File: src/hw/line_cfg_pkg.sv
// Purpose: shared constants and types for the line transceiver register set
// Assumes: 16-bit monitor messages arrive as whole words from a message framer
// Notes:
package line_cfg_pkg;
	// ----------------------------------------
	// message layout
	// ----------------------------------------
	localparam logic [3:0] LOCAL_CODE    = 4'h8;
	localparam logic [3:0] ADDR_READ     = 4'h0;
	localparam logic [3:0] ADDR_GEN_CFG  = 4'h1;
	localparam logic [3:0] ADDR_LINE_CFG = 4'h2;
	localparam logic [3:0] ADDR_TEST_LO  = 4'h8;
	localparam logic [3:0] ADDR_TEST_HI  = 4'hb;
	// ----------------------------------------
	// reset values and fields
	// ----------------------------------------
	localparam logic [7:0] GEN_CFG_RST_HI  = 8'hff;
	localparam logic [7:0] GEN_CFG_RST_LO  = 8'h01;
	localparam logic [7:0] LINE_CFG_RST_HI = 8'h00;
	localparam logic [7:0] LINE_CFG_RST_LO = 8'h20;
	localparam logic [7:0] ERR_RST         = 8'h00;
	localparam logic [7:0] LINE_CFG_WMASK  = 8'he0;
	localparam int         BIT_MASK        = 0;
	localparam int         BIT_SYNC_EN     = 7;
	localparam int         BIT_BAL_EN      = 6;
	localparam int         BIT_EQ_DIS      = 5;

	typedef struct packed {
		logic [3:0] code;
		logic [3:0] addr;
		logic [7:0] data;
	} mon_msg_t;

	typedef struct packed {
		logic       superframe_sync_enable;
		logic       balance_bit_enable;
		logic       equalizer_disable;
	} line_ctl_t;
endpackage

File: src/hw/err_flag_bit.sv
// Purpose: one sticky line error flag, cleared by a register read
// Assumes: error pulses are on i_clk already
// Notes: set beats clear in the same cycle
`timescale 1ns/10ps
module err_flag_bit (
	input  wire logic i_clk,
	input  wire logic i_rst,
	input  wire logic i_ce,
	input  wire logic i_set,
	input  wire logic i_clr,
	output logic      o_flag
);
	always_ff @(posedge i_clk) begin
		if (i_rst)
			o_flag <= 1'b0;
		else if (i_ce) begin
			// a fresh error outlives the read that clears the old one
			if (i_set)
				o_flag <= 1'b1;
			else if (i_clr)
				o_flag <= 1'b0;
		end
	end
endmodule // err_flag_bit

File: src/hw/line_transceiver_config_regs.sv
// Purpose: local configuration and status registers behind the monitor channel
// Assumes: one message per i_msg_valid pulse; answers leave via o_tx_valid/i_tx_ready
// Notes: mode pin is caught on the first enabled cycle after reset release
`timescale 1ns/10ps
module line_transceiver_config_regs #(
	parameter int LINES = 8
) (
	input  wire logic                   i_clk,
	input  wire logic                   i_rst,
	input  wire logic                   i_ce,
	input  wire logic                   i_mode,
	input  wire logic                   i_frame_corrupt,
	input  wire logic                   i_msg_valid,
	input  wire line_cfg_pkg::mon_msg_t i_msg,
	input  wire logic                   i_tx_ready,
	input  wire logic [LINES-1:0]       i_line_error,
	input  wire logic                   i_superframe_sync_input_n,
	output logic                        o_tx_valid,
	output line_cfg_pkg::mon_msg_t      o_tx_msg,
	output logic [7:1]                  o_highway_channel_disable,
	output line_cfg_pkg::line_ctl_t     o_line_ctl,
	output logic                        o_force_t_bit
);
	// the error register is one byte, so exactly eight lines fit
	if (LINES != 8) begin : g_bad_lines
		$error("line count must be 8 to fit the 8-bit error register");
	end

	// ----------------------------------------
	// pin synchronisers and mode capture
	// ----------------------------------------
	logic [1:0] mode_sync_reg;
	logic [1:0] fc_sync_reg;
	logic [1:0] ss_sync_reg;
	logic       mode_reg;
	logic       mode_valid_reg;

	// no reset: pins keep sampling so the true mode is in the flops at release
	always_ff @(posedge i_clk) begin
		if (i_ce) begin
			mode_sync_reg <= {mode_sync_reg[0], i_mode};
			fc_sync_reg   <= {fc_sync_reg[0], i_frame_corrupt};
			ss_sync_reg   <= {ss_sync_reg[0], i_superframe_sync_input_n};
		end
	end

	always_ff @(posedge i_clk) begin
		if (i_rst) begin
			mode_reg       <= 1'b1;
			mode_valid_reg <= 1'b0;
		end else if (i_ce && !mode_valid_reg) begin
			mode_reg       <= mode_sync_reg[1];
			mode_valid_reg <= 1'b1;
		end
	end

	// ----------------------------------------
	// message decode
	// ----------------------------------------
	logic       is_local;
	logic       is_read;
	logic       wr_gen;
	logic       wr_line;
	logic       rd_err;
	logic       reinit;
	logic       tx_busy;

	assign is_local = i_ce && i_msg_valid && (i_msg.code == line_cfg_pkg::LOCAL_CODE);
	assign is_read  = is_local && (i_msg.addr == line_cfg_pkg::ADDR_READ)
		&& (i_msg.data[7:4] == 4'h0);
	assign wr_gen   = is_local && (i_msg.addr == line_cfg_pkg::ADDR_GEN_CFG);
	assign wr_line  = is_local && (i_msg.addr == line_cfg_pkg::ADDR_LINE_CFG);
	// reads need a free answer slot; a read while busy is dropped
	assign rd_err   = is_read && !tx_busy
		&& (i_msg.data[3:0] == line_cfg_pkg::ADDR_GEN_CFG);
	// re-init both at reset release (mode known) and on a corrupt frame
	assign reinit   = i_ce && (!mode_valid_reg || fc_sync_reg[1]);

	// ----------------------------------------
	// writable registers
	// ----------------------------------------
	logic [7:0] gen_cfg_reg;
	logic [7:0] line_cfg_reg;
	logic       mode_now;

	assign mode_now = mode_valid_reg ? mode_reg : mode_sync_reg[1];

	always_ff @(posedge i_clk) begin
		if (i_rst)
			gen_cfg_reg <= line_cfg_pkg::GEN_CFG_RST_HI;
		else if (reinit)
			gen_cfg_reg <= mode_now ? line_cfg_pkg::GEN_CFG_RST_HI
				: line_cfg_pkg::GEN_CFG_RST_LO;
		else if (wr_gen)
			gen_cfg_reg <= i_msg.data;
	end

	always_ff @(posedge i_clk) begin
		if (i_rst)
			line_cfg_reg <= line_cfg_pkg::LINE_CFG_RST_HI;
		else if (reinit)
			line_cfg_reg <= mode_now ? line_cfg_pkg::LINE_CFG_RST_HI
				: line_cfg_pkg::LINE_CFG_RST_LO;
		else if (wr_line)
			line_cfg_reg <= i_msg.data & line_cfg_pkg::LINE_CFG_WMASK;
	end

	// ----------------------------------------
	// error flags, one sticky bit per line
	// ----------------------------------------
	logic [7:0] err_flags;
	logic       auto_send;

	generate
		for (genvar n = 0; n < LINES; n++) begin : g_flag
			err_flag_bit u_flag (
				.i_clk  (i_clk),
				.i_rst  (i_rst),
				.i_ce   (i_ce),
				.i_set  (i_line_error[n]),
				.i_clr  (rd_err || auto_send),
				.o_flag (err_flags[n])
			);
		end
	endgenerate

	// ----------------------------------------
	// answer and unsolicited report
	// ----------------------------------------
	// reports count as a read so each error is reported once
	assign auto_send = i_ce && !tx_busy && !is_read
		&& !gen_cfg_reg[line_cfg_pkg::BIT_MASK] && (err_flags != 8'h00);
	assign tx_busy   = o_tx_valid && !i_tx_ready;

	always_ff @(posedge i_clk) begin
		if (i_rst) begin
			o_tx_valid <= 1'b0;
			o_tx_msg   <= '0;
		end else if (i_ce) begin
			if (is_read && !tx_busy) begin
				o_tx_valid    <= 1'b1;
				o_tx_msg.code <= line_cfg_pkg::LOCAL_CODE;
				o_tx_msg.addr <= i_msg.data[3:0];
				// write-only and unknown addresses answer zero
				o_tx_msg.data <= rd_err ? err_flags : 8'h00;
			end else if (auto_send) begin
				o_tx_valid    <= 1'b1;
				o_tx_msg.code <= line_cfg_pkg::LOCAL_CODE;
				o_tx_msg.addr <= line_cfg_pkg::ADDR_GEN_CFG;
				o_tx_msg.data <= err_flags;
			end else if (i_tx_ready)
				o_tx_valid <= 1'b0;
		end
	end

	// ----------------------------------------
	// control outputs
	// ----------------------------------------
	always_ff @(posedge i_clk) begin
		if (i_rst) begin
			o_highway_channel_disable <= line_cfg_pkg::GEN_CFG_RST_HI[7:1];
			o_line_ctl                <= '0;
			o_force_t_bit             <= 1'b0;
		end else if (i_ce) begin
			o_highway_channel_disable <= gen_cfg_reg[7:1];
			o_line_ctl.superframe_sync_enable <= line_cfg_reg[line_cfg_pkg::BIT_SYNC_EN];
			o_line_ctl.balance_bit_enable <= line_cfg_reg[line_cfg_pkg::BIT_BAL_EN];
			o_line_ctl.equalizer_disable <= line_cfg_reg[line_cfg_pkg::BIT_EQ_DIS];
			o_force_t_bit <= line_cfg_reg[line_cfg_pkg::BIT_SYNC_EN]
				&& !ss_sync_reg[1];
		end
	end
endmodule // line_transceiver_config_regs

File: config.mk
export PLATFORM = sky130hd
export DESIGN_NAME = line_transceiver_config_regs
export DESIGN_NICKNAME = d
export VERILOG_FILES = /design/src/hw/line_cfg_pkg.sv /design/src/hw/err_flag_bit.sv /design/src/hw/line_transceiver_config_regs.sv
export SDC_FILE = /design/constraint.sdc
export NUM_CORES = 1
export LEC_CHECK = 0
export ABC_AREA = 0
export BUFFER_PORTS_ARGS = -buffer_cell sky130_fd_sc_hd__buf_2
export CAP_MARGIN = 20
export CELL_PAD_IN_SITES_DETAIL_PLACEMENT = 1
export CELL_PAD_IN_SITES_GLOBAL_PLACEMENT = 1
export CORE_UTILIZATION = 34
export CTS_CLUSTER_DIAMETER = 100
export CTS_CLUSTER_SIZE = 40
export DETAILED_ROUTE_END_ITERATION = 8
export PLACE_DENSITY_LB_ADDON = 0.1
export SLEW_MARGIN = 20
export SYNTH_ARGS = -nofsm -noshare
export SYNTH_HDL_FRONTEND = slang
export SYNTH_SLANG_ARGS = --single-unit
File: constraint.sdc
create_clock -name i_clk -period 1.5 [get_ports i_clk]
set_input_delay 0 -clock i_clk [delete_from_list [all_inputs] [get_ports i_clk]]
set_output_delay 0 -clock i_clk [all_outputs]
set_load 0.02 [all_outputs]
==> reports/qor.csv, run 1 <==
metric,value,unit
failing checks,setup timing,
Tot Pwr,3.05,mW
largest net degree at the start of global routing,26,
Cell Pwr Density,1070,nW/um^2
Sequential cell area,1100,um^2
CTS buffer count,5,
Root Buffer Master,clkbuf_8,
CP endpoint kind,flip-flop,
Synth top area share,0.452,
vias in the first global route,1896,
first-pass GRT wire length,9.19,mm
Worst EP arrival,1.85,ns
GRT overflow,0,
dpl ws,-0.304,ns
IO Count,60,
largest area contributor in the netlist,dfxtp_1,
Sw Ratio,0.245,
Die Height,79.4,um
# rows,27,
share of post-route cells with drive strength above 1,0.364,
"most common cell after layout, fill and taps aside",buf_2,
Vias,1847,
Starting Density,0.361,
Clock Sinks,52,
HPWL after DPL,3.87,mm
Post-synth EDFFs,6,
DR iter-0 viols,100,
"Cell Area, Synth",2040,um^2
gpl congestion,0.723,
Ys Warns,0,
Post-synth ARST share,0,
P_leak,1.25,nW
Post-layout nets,323,
Hold Path Stages,3,
Core Area,5640,um^2
reg2reg setup slack,-0.10,ns
CP Max Fanout,6,
Mapped Cells,198,
kind of start point of the critical path,flip-flop,
max_cap viols,0,
reg2reg start,g_flag[6].u_flag.o_flag,
Hold Path Class,in -> reg,
most frequent cells in the layout,"buf_2, dfxtp_1, nand2_1, buf_4, o21ai_0",
reg-to-reg endpoint,o_tx_msg[4],
CTS max path bufs,2,
Clk pwr share,0.344,
ANT cells,0,
Max VDD drop,485,uV
Detailed Routing Iterations Pass 1,4,
Final Max Tran Viols,0,
DRC viols,0,
Yosys reg bits,52,
port bufs,56,
Synth area leaders,"dfxtp_1, edfxtp_1, mux2i_1",
CTS tree,done,
H-tree Lvls,2,
Final ANT Viol Nets,0,
worst r2r path cells,7,
Fill cells,648,
synthesis-to-layout area growth,40.4,%
Fmax,624,MHz
hold path start,i_msg[1],
RSZ-0062 raised after global routing,true,
ys flop type,dfxtp_1,
wire per inst,15.3,um
Max-slew headroom,0.463,
outcome,"finished, violations left",
P_int,2.30,mW
final WL,5.55,mm
distinct cell type count after synthesis,38,
worst-skew pair later-pin latency,0.30,ns
data required time at the worst endpoint,1.74,ns
sequential share of power,0.506,
setup ws final,-0.103,ns
switching pwr,749,uW
Tmin final,1.60,ns
Die X-Extent,79.4,um
area of the multi-input gates,911,um^2
crit share post-route,1.07,
Worst-Margin Slew,0.805,ns
Fin Clk Skew,0.00603,ns
Fin. Hold Viols,0,
Final setup violation count,18,
Worst-path clk slew,0.09,ns
Hold EP,o_tx_msg[9],
register area share after synthesis,0.541,
Comb pwr share,0.150,
critical path class,reg -> reg,
gr usage total,0.190,
Critical Path Source,g_flag[6].u_flag.o_flag,
vias per cell,5.09,
max reg flops,13,
Mapped Avg Cell Area,10.3,um^2
die footprint,6300,um^2
initial antenna violation count,0,
## per-stage QoR
stage           util  TNS [ns]  hold WS [ns]  std cells  instance area (um^2)
6_report       0.507    -0.925        0.0266        363                  2860
5_1_grt        0.507     -2.39        0.0232        363                  2860
4_1_cts        0.502    -0.954        0.0195        363                  2830
3_5_place_dp   0.450     -4.99         0.178        343                  2540
3_3_place_gp   0.450     -5.04         0.177        343                  2540
2_1_floorplan      -         0        0.0989        200                  2040
## power by group through the flow
stage          Clock, mW  Sequential [mW]  Combinational [mW]
3_5_place_dp           0             1.56               0.404
3_3_place_gp           0             1.56               0.398
6_report            1.05             1.55               0.457
4_1_cts             1.08             1.55               0.448
2_1_floorplan          0             1.58               0.184
5_1_grt             1.14             1.55               0.507
## routing by layer
layer	global-route usage	wire length, um	up-vias
li1	-	-	908
met1	0.263	2760	892
met2	0.297	2520	42
met3	0.0423	213	5
met4	0.0509	55	0
met5	0	0	-
## worst max path at each step
| stage | end | slack (ns) | depth (start not counted) |
|---|---|---|---|
| global placement | g_flag[4].u_flag.o_flag | -0.29 | 5 |
| CTS | o_tx_msg[7] | -0.09 | 7 |
| floorplan | o_tx_msg[10] | 0.02 | 5 |
| global route | o_tx_msg[4] | -0.18 | 6 |
| finish | o_tx_msg[4] | -0.10 | 7 |
| detailed placement | g_flag[3].u_flag.o_flag | -0.30 | 5 |
## timing repair
item,CTS,global route
gates resized for setup,12,5
endpoints found under the hold margin,11,0
cloned,1,0
setup buffers,1,0
setup endpoints to repair,19,19
hold buffers,11,0
pin swaps,0,8
## critical path, cell delays in order (launching register included)
cell and delay, ns:
dfxtp_2 0.35, nor4_4 0.30, buf_4 0.18, a2111oi_4 0.06, a311oi_2 0.22, buf_4 0.18, buf_6 0.13, a32o_1 0.13
## logic make-up after synthesis
logic type / count (synthesis) / synth area share
AND/OR/NAND/NOR: 59 / 0.150
AO/OA/AOI/OAI: 56 / 0.191
flip-flops: 52 / 0.541
buffers and inverters: 16 / 0.0455
multiplexers: 14 / 0.0706
other: 1 / 0.00184
## layout make-up
type,instances,share of cell area
inverters,4,0.00525
clock buffers,6,0.0328
repair buffers,96,0.215
multi-input cells,132,0.318
flip-flops and latches,52,0.386
well taps,72,0.0315
clock inverters,1,0.0105
## synthesized netlist by cell type (3+ instances only)
cell / count
o211ai_1: 7
o21ai_0: 17
a22oi_1: 8
dfxtp_1: 46
a21oi_1: 6
nor2_1: 10
nand2_1: 27
buf_4: 4
nor3_1: 5
a32o_1: 8
edfxtp_1: 6
clkbuf_1: 4
mux2i_1: 13
nor2b_1: 3
inv_1: 3
a22o_1: 3
(Power assumes the default switching activity.)
==> run 2: changes to the inputs <==
--- a/config.mk
+++ b/config.mk
@@ -10,7 +10,8 @@
 export CAP_MARGIN = 20
 export CELL_PAD_IN_SITES_DETAIL_PLACEMENT = 1
 export CELL_PAD_IN_SITES_GLOBAL_PLACEMENT = 1
-export CORE_UTILIZATION = 34
+export CORE_UTILIZATION = 36
+export CTS_BUF_LIST = sky130_fd_sc_hd__clkbuf_2
 export CTS_CLUSTER_DIAMETER = 100
 export CTS_CLUSTER_SIZE = 40
 export DETAILED_ROUTE_END_ITERATION = 8
@@ -19,3 +20,4 @@
 export SYNTH_ARGS = -nofsm -noshare
 export SYNTH_HDL_FRONTEND = slang
 export SYNTH_SLANG_ARGS = --single-unit
+export TNS_END_PERCENT = 5
==> run 2 against run 1 <==
  * The run still ends with setup timing left
  * Combinational power rose by 2%
  * Flip-flop and latch count did not move
  * Hold slack improved by 0.026 ns
  * Global-route usage rose by 0.25 points
  * Utilization rose by 2.2 points
  * Sequential power barely moved
  * Non-clock buffer count rose by 10
  * Largest power group unchanged
  * Final area rose by 1.2%
==> reports/qor.csv, run 2 (synthesized netlist as in run 1, its figures left out) <==
metric,value,unit
outcome,"finished, violations left",
failing checks,setup timing,
reg2reg setup slack,-0.11,ns
DR iter-0 viols,51,
Starting Density,0.372,
IO Count,60,
P_leak,1.27,nW
gr usage total,0.192,
Worst-path clk slew,0.27,ns
worst-skew pair later-pin latency,0.43,ns
Hold EP,line_cfg_reg[7],
HPWL after DPL,3.78,mm
GRT overflow,0,
port bufs,56,
Fmax,622,MHz
Critical Path Source,g_flag[3].u_flag.o_flag,
Max VDD drop,506,uV
Vias,1888,
Detailed Routing Iterations Pass 1,4,
Cell Pwr Density,948,nW/um^2
Final ANT Viol Nets,0,
kind of start point of the critical path,flip-flop,
reg2reg start,g_flag[3].u_flag.o_flag,
CTS buffer count,5,
synthesis-to-layout area growth,42.1,%
H-tree Lvls,2,
Fin Clk Skew,0.0298,ns
Die Height,77.2,um
setup ws final,-0.108,ns
# rows,27,
Fin. Hold Viols,0,
wire per inst,14.5,um
Post-layout nets,333,
"most common cell after layout, fill and taps aside",buf_2,
DRC viols,0,
Final setup violation count,13,
Tmin final,1.61,ns
worst r2r path cells,7,
Final Max Tran Viols,0,
Hold Path Class,in -> reg,
reg-to-reg endpoint,o_tx_msg[9],
Clock Sinks,52,
max_cap viols,0,
largest net degree at the start of global routing,26,
"Cell Count, Final, Fillers Out",374,
final WL,5.42,mm
critical path class,reg -> reg,
ANT cells,0,
vias in the first global route,1907,
area of the multi-input gates,905,um^2
Max-slew headroom,0.562,
Root Buffer Master,clkbuf_2,
crit share post-route,1.07,
Fill cells,639,
WHS,0.0522,ns
initial antenna violation count,0,
die footprint,5960,um^2
hold path start,i_msg[8],
placed insts,342,
Hold Path Stages,4,
CP Max Fanout,6,
CTS tree,done,
CP endpoint kind,flip-flop,
share of post-route cells with drive strength above 1,0.354,
RSZ-0062 raised after global routing,true,
data required time at the worst endpoint,1.86,ns
Worst EP arrival,1.97,ns
Sequential cell area,1110,um^2
vias per cell,5.05,
Worst-Margin Slew,0.654,ns
first-pass GRT wire length,8.91,mm
gpl congestion,0.714,
Die X-Extent,77.2,um
max reg flops,13,
Core Area,5470,um^2
most frequent cells in the layout,"buf_2, dfxtp_1, buf_4",
CTS max path bufs,2,
-- run 2: changes by cell type in the layout (fill, tap and decap cells not counted), sizes merged --
cell,change
clkinv,+2
buf,-1
clkbuf,-1
dlygate4sd3,+11
-- run 2: how the worst max path moves through the flow --
stage,end
2_1_floorplan,o_tx_msg[10]
3_3_place_gp,g_flag[3].u_flag.o_flag
3_5_place_dp,g_flag[2].u_flag.o_flag
4_1_cts,o_tx_msg[11]
5_1_grt,o_tx_msg[2]
6_report,o_tx_msg[9]
-- run 2: power breakdown --
group	internal [mW]	switching (mW)	total [mW]
registers	1.50	0.0594	1.56
clock network	0.280	0.438	0.717
logic	0.238	0.231	0.468
total	2.02	0.728	2.74
-- run 2: timing repair --
item | in CTS | in global routing
hold buffers | 20 | 2
setup endpoints to repair | 19 | 20
gates resized for setup | 14 | 10
buffers inserted | 1 | 0
cloned | 1 | 0
pin swaps | 2 | 7
endpoints found under the hold margin | 31 | 2
-- run 2: area by class of cell --
class                   count  area share
multi-input cells         132       0.312
inverters                   4     0.00519
repair buffers            106       0.245
clock buffers               5     0.00864
flip-flops and latches     52       0.382
clock inverters             3      0.0147
well taps                  72      0.0311
-- run 2: routing by layer --
| metal | part of all wire | routed length (um) | vias to the layer above | GRT usage |
|---|---|---|---|---|
| li1 | - | - | 933 | - |
| met1 | 0.46 | 2470 | 903 | 0.234 |
| met3 | 0.035 | 192 | 6 | 0.0393 |
| met4 | 0.011 | 62 | 0 | 0.0566 |
| met5 | 0 | 0 | - | 0 |
| met2 | 0.50 | 2690 | 46 | 0.339 |
-- run 2: metrics by stage --
step	setup TNS [ns]	utilization	area (um^2)	total power [mW]	setup slack, ns
2_1_floorplan	0	-	2040	1.77	0.0187
3_3_place_gp	-3.27	0.463	2530	1.95	-0.190
3_5_place_dp	-4.01	0.463	2530	1.96	-0.243
4_1_cts	-0.900	0.524	2870	2.77	-0.101
5_1_grt	-2.06	0.529	2900	2.90	-0.178
6_report	-0.945	0.529	2900	2.74	-0.108
-- run 2: critical path, cell delays in order, from the launching register on --
cell,delay (ns)
dfxtp_2,0.42
nor4_4,0.05
buf_4,0.13
a2111oi_2,0.33
a311oi_1,0.08
buf_4,0.15
buf_4,0.15
a22o_1,0.22
